===== src/hw/dsl_pkg.sv =====
package dsl_pkg;

  // Counter widths of the link
  localparam int PERIOD_W = 16;
  localparam int CNT_W = 22;

  // Character framing: start bit, eight data bits, stop bit
  localparam logic [3:0] IDX_START = 4'h0;
  localparam logic [3:0] IDX_LAST_DATA = 4'h8;
  localparam logic [3:0] IDX_STOP = 4'h9;

  // The calibration character is low for start plus seven zero bits
  localparam int CAL_LOW_SHIFT = 3;

  // Bit counts for break detection and the returned error break
  localparam logic [CNT_W-1:0] BREAK_BITS = 22'h000009;
  localparam logic [CNT_W-1:0] ERR_BREAK_BITS = 22'h000028;

  // Shortest usable bit period in clock cycles
  localparam logic [PERIOD_W-1:0] MIN_PERIOD = 16'h0004;

  // Unlock key
  localparam int KEY_W = 32;
  localparam logic [2:0] KEY_BYTES = 3'h4;
  localparam logic [KEY_W-1:0] KEY_DEFAULT = 32'h5A3C_96E1; // Arbitrary value

  typedef enum logic [2:0] {
    ST_AUTOBAUD = 3'b000,
    ST_MEASURE = 3'b001,
    ST_IDLE = 3'b010,
    ST_RX = 3'b011,
    ST_TX = 3'b100,
    ST_ERRBRK = 3'b101,
    ST_WAITHIGH = 3'b110
  } dsl_state_type;

  typedef struct packed {
    dsl_state_type state;
    logic [CNT_W-1:0] ctr;
    logic [CNT_W-1:0] low_run;
    logic [3:0] bit_idx;
    logic [7:0] shift;
    logic [PERIOD_W-1:0] period;
    logic drive;
    logic rx_done;
    logic abort;
  } dsl_link_type;

  typedef struct packed {
    logic debug_mode;
    logic first;
    logic halt_exit;
    logic wdt_refresh;
    logic periph_run;
    logic [KEY_W-1:0] key_sh;
    logic [2:0] key_cnt;
    logic unlocked;
  } dsl_dbg_type;

endpackage


===== src/hw/dsl_debug_link.sv =====
`timescale 1ns/1ps
// What this block does
// RULE_01 - In debug mode the core stops fetching; it runs only directed instructions.
// RULE_02 - Clock and enabled peripherals keep running in debug mode unless stopped.
// RULE_03 - Entering debug mode forces the core out of halt.
// RULE_04 - In debug mode the enabled watchdog is refreshed continuously.
// RULE_05 - Executing the breakpoint instruction enters debug mode.
// RULE_06 - Debug pin low in the last reset cycle enters debug mode after reset.
// RULE_07 - Host should hold the pin low 5000 more cycles after reset.
// RULE_08 - Key of 32 bits shifted while reset pin held low unlocks debug.
// RULE_09 - Host baud at most clock/8; clock/4 is an absolute limit.
// RULE_10 - Nine or more bit times low is a break; it resets auto-baud.
// RULE_11 - After a break the host sends 80H for rate measurement.
// RULE_12 - Detect break, framing error and transmit collision on the line.
// RULE_13 - Any line error aborts, sends a four-character break, resets auto-baud.
// RULE_14 - Host sends a break on connect and on error recovery.
// RULE_15 - Host break resets only auto-baud; debug mode and control stay.
// RULE_16 - The link stays in reset until the line returns high.
// RULE_17 - Open-drain line; a host break during transmit is caught as error.
// RULE_18 - Low time of 80H measured in clocks sets rx and tx bit period.
// RULE_19 - Idle high, low start, eight data bits LSB first, high stop.
module dsl_debug_link import dsl_pkg::*; #(
  parameter logic [KEY_W-1:0] UNLOCK_KEY = KEY_DEFAULT
) (
  // Clock, reset, enable
  input wire logic clk,
  input wire logic sys_rst,
  input wire logic clk_en,
  // Core side
  input wire logic brk_executed,
  input wire logic debug_exit,
  input wire logic stop_mode,
  input wire logic wdt_enabled,
  output logic debug_mode_q,
  output logic halt_exit_q,
  output logic wdt_refresh_q,
  output logic periph_run_q,
  output logic unlocked_q,
  // Command bytes to and from the debug logic
  input wire logic [7:0] tx_data,
  input wire logic tx_valid,
  output logic tx_ready_q,
  output logic [7:0] rx_data_q,
  output logic rx_valid_q,
  output logic abort_q,
  output logic link_reset_q,
  output logic baud_locked_q,
  // Pins
  input wire logic debug_serial_pin_i,
  output logic debug_serial_pin_o,
  output logic debug_serial_pin_oe,
  input wire logic shared_reset_pin_i
);

  logic [1:0] pin_sync_q;
  logic [1:0] rstpin_sync_q;
  logic line;
  logic rstpin_low;
  dsl_link_type link_q, link_d;
  dsl_dbg_type dbg_q, dbg_d;
  logic [7:0] buf_mem_q [2];
  logic [7:0] buf_mem_d [2];
  logic buf_wr_q, buf_wr_d, buf_rd_q, buf_rd_d;
  logic [1:0] buf_cnt_q, buf_cnt_d;
  logic tx_ready_d;
  logic push, pop;
  logic [PERIOD_W-1:0] half;
  logic [CNT_W-1:0] period_w, brk_lim, err_lim;
  logic bit_end, mid_bit, line_err;

  // Synchronisers run through reset so the last reset cycle is seen
  always_ff @(posedge clk) begin
    if (clk_en) begin
      pin_sync_q <= {pin_sync_q[0], debug_serial_pin_i};
      rstpin_sync_q <= {rstpin_sync_q[0], shared_reset_pin_i};
    end
  end

  assign line = pin_sync_q[1];
  assign rstpin_low = ~rstpin_sync_q[1];
  assign debug_serial_pin_o = 1'b0; // Open drain: only ever pulls low [RULE_17]

  assign half = link_q.period >> 1;
  assign period_w = CNT_W'(link_q.period);
  assign brk_lim = CNT_W'(period_w * BREAK_BITS); // [RULE_10]
  assign err_lim = CNT_W'(period_w * ERR_BREAK_BITS); // [RULE_13]
  assign bit_end = (link_q.ctr == period_w - CNT_W'(1));
  assign mid_bit = (link_q.ctr == CNT_W'(half));

  // Link state machine
  always_comb begin
    link_d = link_q;
    link_d.rx_done = 1'b0;
    link_d.abort = 1'b0;
    line_err = 1'b0;
    pop = 1'b0;
    link_d.low_run = line ? '0 : link_q.low_run + ((&link_q.low_run) ? '0 : CNT_W'(1));
    unique case (link_q.state)
      ST_AUTOBAUD: begin
        link_d.period = '0;
        if (!line) begin
          link_d.state = ST_MEASURE;
          link_d.ctr = CNT_W'(1);
        end
      end
      ST_MEASURE: begin
        if (!line) begin
          link_d.ctr = link_q.ctr + CNT_W'(1);
          if (&link_q.ctr) link_d.state = ST_WAITHIGH;
        end else begin
          link_d.period = PERIOD_W'(link_q.ctr >> CAL_LOW_SHIFT); // [RULE_18] [RULE_11]
          if ((link_q.ctr >> CAL_LOW_SHIFT) < CNT_W'(MIN_PERIOD)) begin
            link_d.state = ST_WAITHIGH; // [RULE_09]
          end else begin
            link_d.state = ST_IDLE;
          end
        end
      end
      ST_IDLE: begin
        link_d.ctr = '0;
        link_d.bit_idx = IDX_START;
        if (!line) begin
          link_d.state = ST_RX;
        end else if (buf_cnt_q != 2'h0) begin
          link_d.state = ST_TX;
          link_d.shift = buf_mem_q[buf_rd_q];
          pop = 1'b1;
        end
      end
      ST_RX: begin
        link_d.ctr = bit_end ? '0 : link_q.ctr + CNT_W'(1);
        if (bit_end) link_d.bit_idx = link_q.bit_idx + 4'h1;
        if (link_q.low_run >= brk_lim) begin
          line_err = 1'b1; // [RULE_10] [RULE_12]
        end else if (mid_bit) begin
          if (link_q.bit_idx == IDX_START) begin
            if (line) link_d.state = ST_IDLE;
          end else if (link_q.bit_idx <= IDX_LAST_DATA) begin
            link_d.shift = {line, link_q.shift[7:1]}; // [RULE_19]
          end else if (!line) begin
            line_err = 1'b1; // Framing error [RULE_12]
          end else begin
            link_d.rx_done = 1'b1;
            link_d.state = ST_IDLE;
          end
        end
      end
      ST_TX: begin
        link_d.ctr = bit_end ? '0 : link_q.ctr + CNT_W'(1);
        if (mid_bit && !link_q.drive && !line) begin
          line_err = 1'b1; // Collision or host break [RULE_12] [RULE_17]
        end else if (bit_end) begin
          link_d.bit_idx = link_q.bit_idx + 4'h1;
          if (link_q.bit_idx != IDX_START) link_d.shift = link_q.shift >> 1;
          if (link_q.bit_idx == IDX_STOP) link_d.state = ST_IDLE;
        end
      end
      ST_ERRBRK: begin
        link_d.ctr = link_q.ctr + CNT_W'(1);
        if (link_q.ctr >= err_lim - CNT_W'(1)) link_d.state = ST_WAITHIGH; // [RULE_13]
      end
      ST_WAITHIGH: begin
        if (line) link_d.state = ST_AUTOBAUD; // [RULE_16]
      end
      default: link_d.state = ST_WAITHIGH;
    endcase
    if (line_err) begin
      link_d.state = ST_ERRBRK; // [RULE_13]
      link_d.ctr = '0;
      link_d.abort = 1'b1;
    end
    unique case (link_d.state)
      ST_ERRBRK: link_d.drive = 1'b1;
      ST_TX: link_d.drive = (link_d.bit_idx == IDX_START) ||
        ((link_d.bit_idx <= IDX_LAST_DATA) && !link_d.shift[0]); // [RULE_19]
      default: link_d.drive = 1'b0;
    endcase
  end

  always_ff @(posedge clk or posedge sys_rst) begin
    if (sys_rst) begin
      link_q <= '{state: ST_AUTOBAUD, default: '0};
    end else if (clk_en) begin
      link_q <= link_d;
    end
  end

  // Two-entry transmit buffer; the transmitter drains it only when idle
  assign push = tx_valid && tx_ready_q;

  always_comb begin
    buf_mem_d = buf_mem_q;
    buf_wr_d = buf_wr_q;
    buf_rd_d = buf_rd_q;
    buf_cnt_d = buf_cnt_q;
    if (link_d.abort) begin
      buf_wr_d = 1'b0;
      buf_rd_d = 1'b0;
      buf_cnt_d = 2'h0; // [RULE_13]
    end else begin
      if (push) begin
        buf_mem_d[buf_wr_q] = tx_data;
        buf_wr_d = ~buf_wr_q;
      end
      if (pop) buf_rd_d = ~buf_rd_q;
      buf_cnt_d = buf_cnt_q + (push ? 2'h1 : 2'h0) - (pop ? 2'h1 : 2'h0);
    end
    tx_ready_d = (buf_cnt_d != 2'h2);
  end

  always_ff @(posedge clk or posedge sys_rst) begin
    if (sys_rst) begin
      buf_mem_q <= '{default: 8'h00};
      buf_wr_q <= 1'b0;
      buf_rd_q <= 1'b0;
      buf_cnt_q <= 2'h0;
      tx_ready_q <= 1'b0;
    end else if (clk_en) begin
      buf_mem_q <= buf_mem_d;
      buf_wr_q <= buf_wr_d;
      buf_rd_q <= buf_rd_d;
      buf_cnt_q <= buf_cnt_d;
      tx_ready_q <= tx_ready_d;
    end
  end

  // Debug mode, core controls and unlock
  always_comb begin
    dbg_d = dbg_q;
    dbg_d.first = 1'b0;
    dbg_d.halt_exit = 1'b0;
    if (brk_executed && !dbg_q.debug_mode) begin
      dbg_d.debug_mode = 1'b1; // [RULE_05]
      dbg_d.halt_exit = 1'b1; // [RULE_03]
    end else if (dbg_q.first && !line) begin
      dbg_d.debug_mode = 1'b1; // [RULE_06]
      dbg_d.halt_exit = 1'b1; // [RULE_03]
    end else if (debug_exit) begin
      dbg_d.debug_mode = 1'b0; // Link errors leave this untouched [RULE_15]
    end
    dbg_d.wdt_refresh = dbg_d.debug_mode && wdt_enabled; // [RULE_04]
    dbg_d.periph_run = !stop_mode; // [RULE_02]
    if (!rstpin_low) begin
      dbg_d.key_cnt = 3'h0;
    end else if (link_q.rx_done && dbg_q.key_cnt != KEY_BYTES) begin
      dbg_d.key_sh = {dbg_q.key_sh[KEY_W-9:0], link_q.shift}; // [RULE_08]
      dbg_d.key_cnt = dbg_q.key_cnt + 3'h1;
    end
    if (dbg_q.key_cnt == KEY_BYTES && dbg_q.key_sh == UNLOCK_KEY) begin
      dbg_d.unlocked = 1'b1; // [RULE_08]
    end
  end

  always_ff @(posedge clk or posedge sys_rst) begin
    if (sys_rst) begin
      dbg_q <= '{first: 1'b1, default: '0};
    end else if (clk_en) begin
      dbg_q <= dbg_d;
    end
  end

  // Registered outputs
  always_ff @(posedge clk or posedge sys_rst) begin
    if (sys_rst) begin
      rx_data_q <= 8'h00;
      rx_valid_q <= 1'b0;
      abort_q <= 1'b0;
      link_reset_q <= 1'b1;
      baud_locked_q <= 1'b0;
      debug_serial_pin_oe <= 1'b0;
    end else if (clk_en) begin
      rx_data_q <= link_d.rx_done ? link_d.shift : rx_data_q;
      rx_valid_q <= link_d.rx_done && dbg_q.unlocked;
      abort_q <= link_d.abort;
      link_reset_q <= (link_d.state == ST_ERRBRK) || (link_d.state == ST_WAITHIGH); // [RULE_16]
      baud_locked_q <= (link_d.period != '0);
      debug_serial_pin_oe <= link_d.drive;
    end
  end

  assign debug_mode_q = dbg_q.debug_mode; // Core fetch is stopped while high [RULE_01]
  assign halt_exit_q = dbg_q.halt_exit;
  assign wdt_refresh_q = dbg_q.wdt_refresh;
  assign periph_run_q = dbg_q.periph_run;
  assign unlocked_q = dbg_q.unlocked;

endmodule // dsl_debug_link


===== config.mk =====
export PLATFORM = sky130hd
export DESIGN_NAME = dsl_debug_link
export DESIGN_NICKNAME = d
export VERILOG_FILES = /design/src/hw/dsl_pkg.sv /design/src/hw/dsl_debug_link.sv
export SDC_FILE = /design/constraint.sdc
export NUM_CORES = 1
export LEC_CHECK = 0
export ABC_CLOCK_PERIOD_IN_PS = 13450
export BUFFER_PORTS_ARGS = -buffer_cell sky130_fd_sc_hd__clkbuf_2
export CORE_MARGIN = 8
export CORE_UTILIZATION = 69
export CTS_CLUSTER_DIAMETER = 200
export DETAILED_ROUTE_END_ITERATION = 8
export PLACE_DENSITY = 0.85
export SETUP_SLACK_MARGIN = 0.15
export SLEW_MARGIN = 20
export SYNTH_ARGS = -nofsm -noshare
export SYNTH_HDL_FRONTEND = slang
export SYNTH_SLANG_ARGS = --single-unit

===== constraint.sdc =====
create_clock -name clk -period 13.45 [get_ports clk]
set_clock_uncertainty 0.05 [all_clocks]
set_input_delay 0.6725 -clock clk [delete_from_list [all_inputs] [get_ports clk]]
set_output_delay 0.6725 -clock clk [all_outputs]
set_load 0.02 [all_outputs]

==> key figures <==
Layout
  – Most common library cell in the layout ignoring fill and taps: dfrtp_1
  – Number of nets at the end of the flow: between 1000 and 1500
  – Fraction of final layout cells with drive strength greater than 1: ~14%
  – Area growth from synthesis to layout: 7.91%
  – Area of all placed cells without fillers: ~12000 µm²
  – Number of diodes added for antenna fixing: 0
  – Highest-count cells in the layout ignoring fill and taps: dfrtp_1 (149), ha_1 (104), nor2_1 (94), nand2_1 (73), o21ai_0 (71)
  – Final cell utilization of the core: 76.4%
  – Sequential standard cell area: ~3900 µm²
  – FILL cells: 1100
  – Multi-input gate area in the final layout: 6920 µm²

Logic synthesis
  – Cell area after synthesis: between 10000 and 15000 µm²
  – Yosys reg bits: 155
  – Sequential area share after synthesis: 34.7%
  – Top flip-flop cell by instance count after synthesis: dfrtp_1
  – Number of instances in the synthesized netlist: 1201
  – Cell type with the largest total area after synthesis: dfrtp_1
  – Distinct cells, synth: between 80 and 90
  – Asr flop ratio synth: between 90% and 100%
  – Area share of the leading cell type in the synthesized netlist: 33.2%
  – Synth Net Count: between 1000 and 1500
  – Count of flip-flops with a built-in enable after synthesis: 4
  – Ranking of synthesized cells by area: dfrtp_1 (33%), ha_1 (12%), mux2_2 (6.4%)
  – Average cell area after synthesis: roughly 9.4 µm²
  – YS warnings: 0

Critical path
  – Category of the worst setup path launch point: flip-flop
  – Critical-path maximum fanout: 16
  – Required @ worst endpoint: around 14000 ps
  – Kind of capture point of the worst setup path: flip-flop
  – Critical path class: reg2reg
  – Worst Path Arrival: between 7000 and 8000 ps

Global route
  – Global routing usage summed across all routing layers: approximately 28%
  – Wire length of the first global-routing pass: around 47000 µm
  – Met1 capacity usage during global routing: between 30% and 40%
  – Global-route met2 utilization: roughly 46%
  – GR Layer Usage met3: 5.94%
  – Grt total ovfl: 0
  – Layer with the highest usage: met2
  – Antenna violations before repair: 0
  – Vias in the first global route: 9454
  – Maximum number of pins on one net before global-route repair: 82

Clock network
  – Total of hold buffers inserted after clock tree synthesis: 0
  – Worst-skew pair later-pin latency: 440 ps
  – Cell at the root of the clock tree: clkbuf_16
  – Number of sinks driven by the clock tree: 155
  – TritonCTS clock tree: done
  – Clk slew on worst S/H paths: around 70 ps
  – CTS Buf Count: 17
  – Count of instances resized after the clock tree is built: 0
  – H-tree depth: 4
  – CTS Buffer Depth: 2
  – Number of buffers added for setup after CTS: 0

STA
  – Setup repair after global routing missed its margin: false
  – Highest clock frequency the design can meet: 146 MHz
  – Pins Over Slew Limit: 0
  – Final hold viol count: 0
  – Min Tclk post-route: between 6000 and 7000 ps
  – Fraction of the cycle the final worst path needs: between 50% and 60%
  – Least-Margin Pin Slew: 930 ps
  – Headroom to the max-slew limit: a little under two fifths
  – Setup violation total in the final timing report: 0
  – Final setup TNS: 0 ps

Pwr
  – Relative contribution of the clock network to total power: around 29%
  – Fraction of power consumed by combinational cells: between 30 and 40%
  – Switching part of the total power: between 30% and 40%
  – Pwr/cell area: about 140 nW/µm²
  – Switching pwr: about 0.00064 W
  – Sequential group share of total power: a little under two fifths
  – Design Power: ~0.0017 W
  – IR drop worst, VDD: between 100 and 150 µV
  – Internal power consumption: ~0.0011 W
  – Cell leakage power: ~5.7 nW

Placement
  – Area after detailed placement: between 10000 and 15000 µm²
  – Final Wtd Congestion: about 1
  – Post-DP HPWL: just under 20000 µm
  – Count of input and output buffers: 36

Detailed routing
  – Final routed DRC violation total: 0
  – Initial drt markers: 991
  – Total number of vias: between 9000 and 10000
  – ANT nets after route: 0
  – Routed len/inst: a little under 20 µm
  – Vias per cell: about 6.6
  – 1st-pass router iterations: 6
  – Final wirelength: ~28000 µm

Floorplanning
  – Starting density of the core: roughly 70%
  – Die area: ~21000 µm²
  – Die Width: ~140 µm
  – Core Box Area: 15900 µm²
  – # IOs: 38
  – Die Height: about 140 µm
  – Standard-cell rows: 46

Run
  – Max-cap violations: 0

Worst hold path
  – Worst min-delay path category: in2async

Outcome
  – Run status: complete, no violations
[registers in the layout (all words and copies together), names as in the netlist, 2 cells and up]
register,count
buf_cnt_q,2
buf_mem_q,16
dbg_q,36
half,15
link_q,61
pin_sync_q,2
rstpin_sync_q,2
rx_data_q,8
[Yosys cell counts, types with 20 or more instances]
library cell and instances:
nand2_1 73, inv_1 51, ha_1 104, clkbuf_1 50, nor3_1 25, nor2_1 94, o21ai_0 71, xor2_1 40
mux2_2 64, nand3_1 48, dfrtp_1 149, a21oi_1 48, a22o_1 20, xnor2_1 55
[through the flow]
stage               instances  setup slack (ps)  hold slack (ps)
finish                   1429              6590              272
global route             1429              6050              342
CTS                      1428              6320              299
detailed placement       1396              6450              381
global placement         1396              6700              377
floorplan                1201              7670              350
[final timing paths]
check	from	end	slack, ps	cells after the start
worst max-delay path	half[1]$_DFFE_PP0P_	debug_serial_pin_oe$_DFFE_PP0P_	6590	22
worst min-delay path	sys_rst	link_q[57]$_DFFE_PP0P_	270	2
worst max register to register	half[1]$_DFFE_PP0P_	debug_serial_pin_oe$_DFFE_PP0P_	6590	22
worst min register to register	rstpin_sync_q[0]$_DFFE_PP_	rstpin_sync_q[1]$_DFFE_PP_	390	0
max in group asynchronous	sys_rst	link_reset_q$_DFFE_PP1P_	11940	4
min in group clk	stop_mode	periph_run_q$_DFFE_PP0P_	350	2
[critical path, stage by stage (launching register included)]
cell and delay (ps):
dfrtp_1 600, ha_1 340, ha_1 320, a21o_1 190, a21oi_1 230, o21ai_0 120, a21oi_1 210, nand2b_1 130
a21oi_1 70, o31a_1 260, o41ai_1 590, mux2i_1 150, a2111oi_0 470, ha_1 260, o2111ai_1 150, a2111o_1 320
nor3b_1 430, or4_1 510, nor3_1 120, or4b_2 620, o221a_2 160, maj3_2 320, a22oi_2 150
[layer usage]
layer,up-vias,wire length [µm]
met1,4614,12000
met2,395,13300
met3,59,2080
li1,4396,-
met4,0,689
met5,-,0
[cell families (layout without fill, tap and decap cells)]
family / count (synthesis) / after routing / share of synthesized area (%)
fa+ha+maj: 107 / 107 / 12.0
flops: 155 / 155 / 34.7
mux: 77 / 77 / 7.57
other cells: 1 / 1 / 0.0334
compound gates: 271 / 271 / 16.6
buf+inv: 113 / 125 / 3.94
xor+xnor: 95 / 95 / 7.40
simple gates: 382 / 382 / 17.7
[power groups by stage]
stage / Sequential [W] / Combinational (W) / Clock, W
3_3_place_gp: 0.000640 / 0.000527 / 0
5_1_grt: 0.000652 / 0.000626 / 0.000514
2_1_floorplan: 0.000593 / 0.000452 / 0
3_5_place_dp: 0.000645 / 0.000545 / 0
4_1_cts: 0.000638 / 0.000558 / 0.000496
6_report: 0.000643 / 0.000569 / 0.000493
[layout make-up]
type                    count  area share [%]
clock buffers              19            3.65
multi-input cells         933            57.1
repair buffers             42            2.02
inverters                  51            1.62
clock inverters            13            1.26
well taps                 216            2.23
flip-flops and latches    155            32.2
Power figures use the tool's default switching activity.
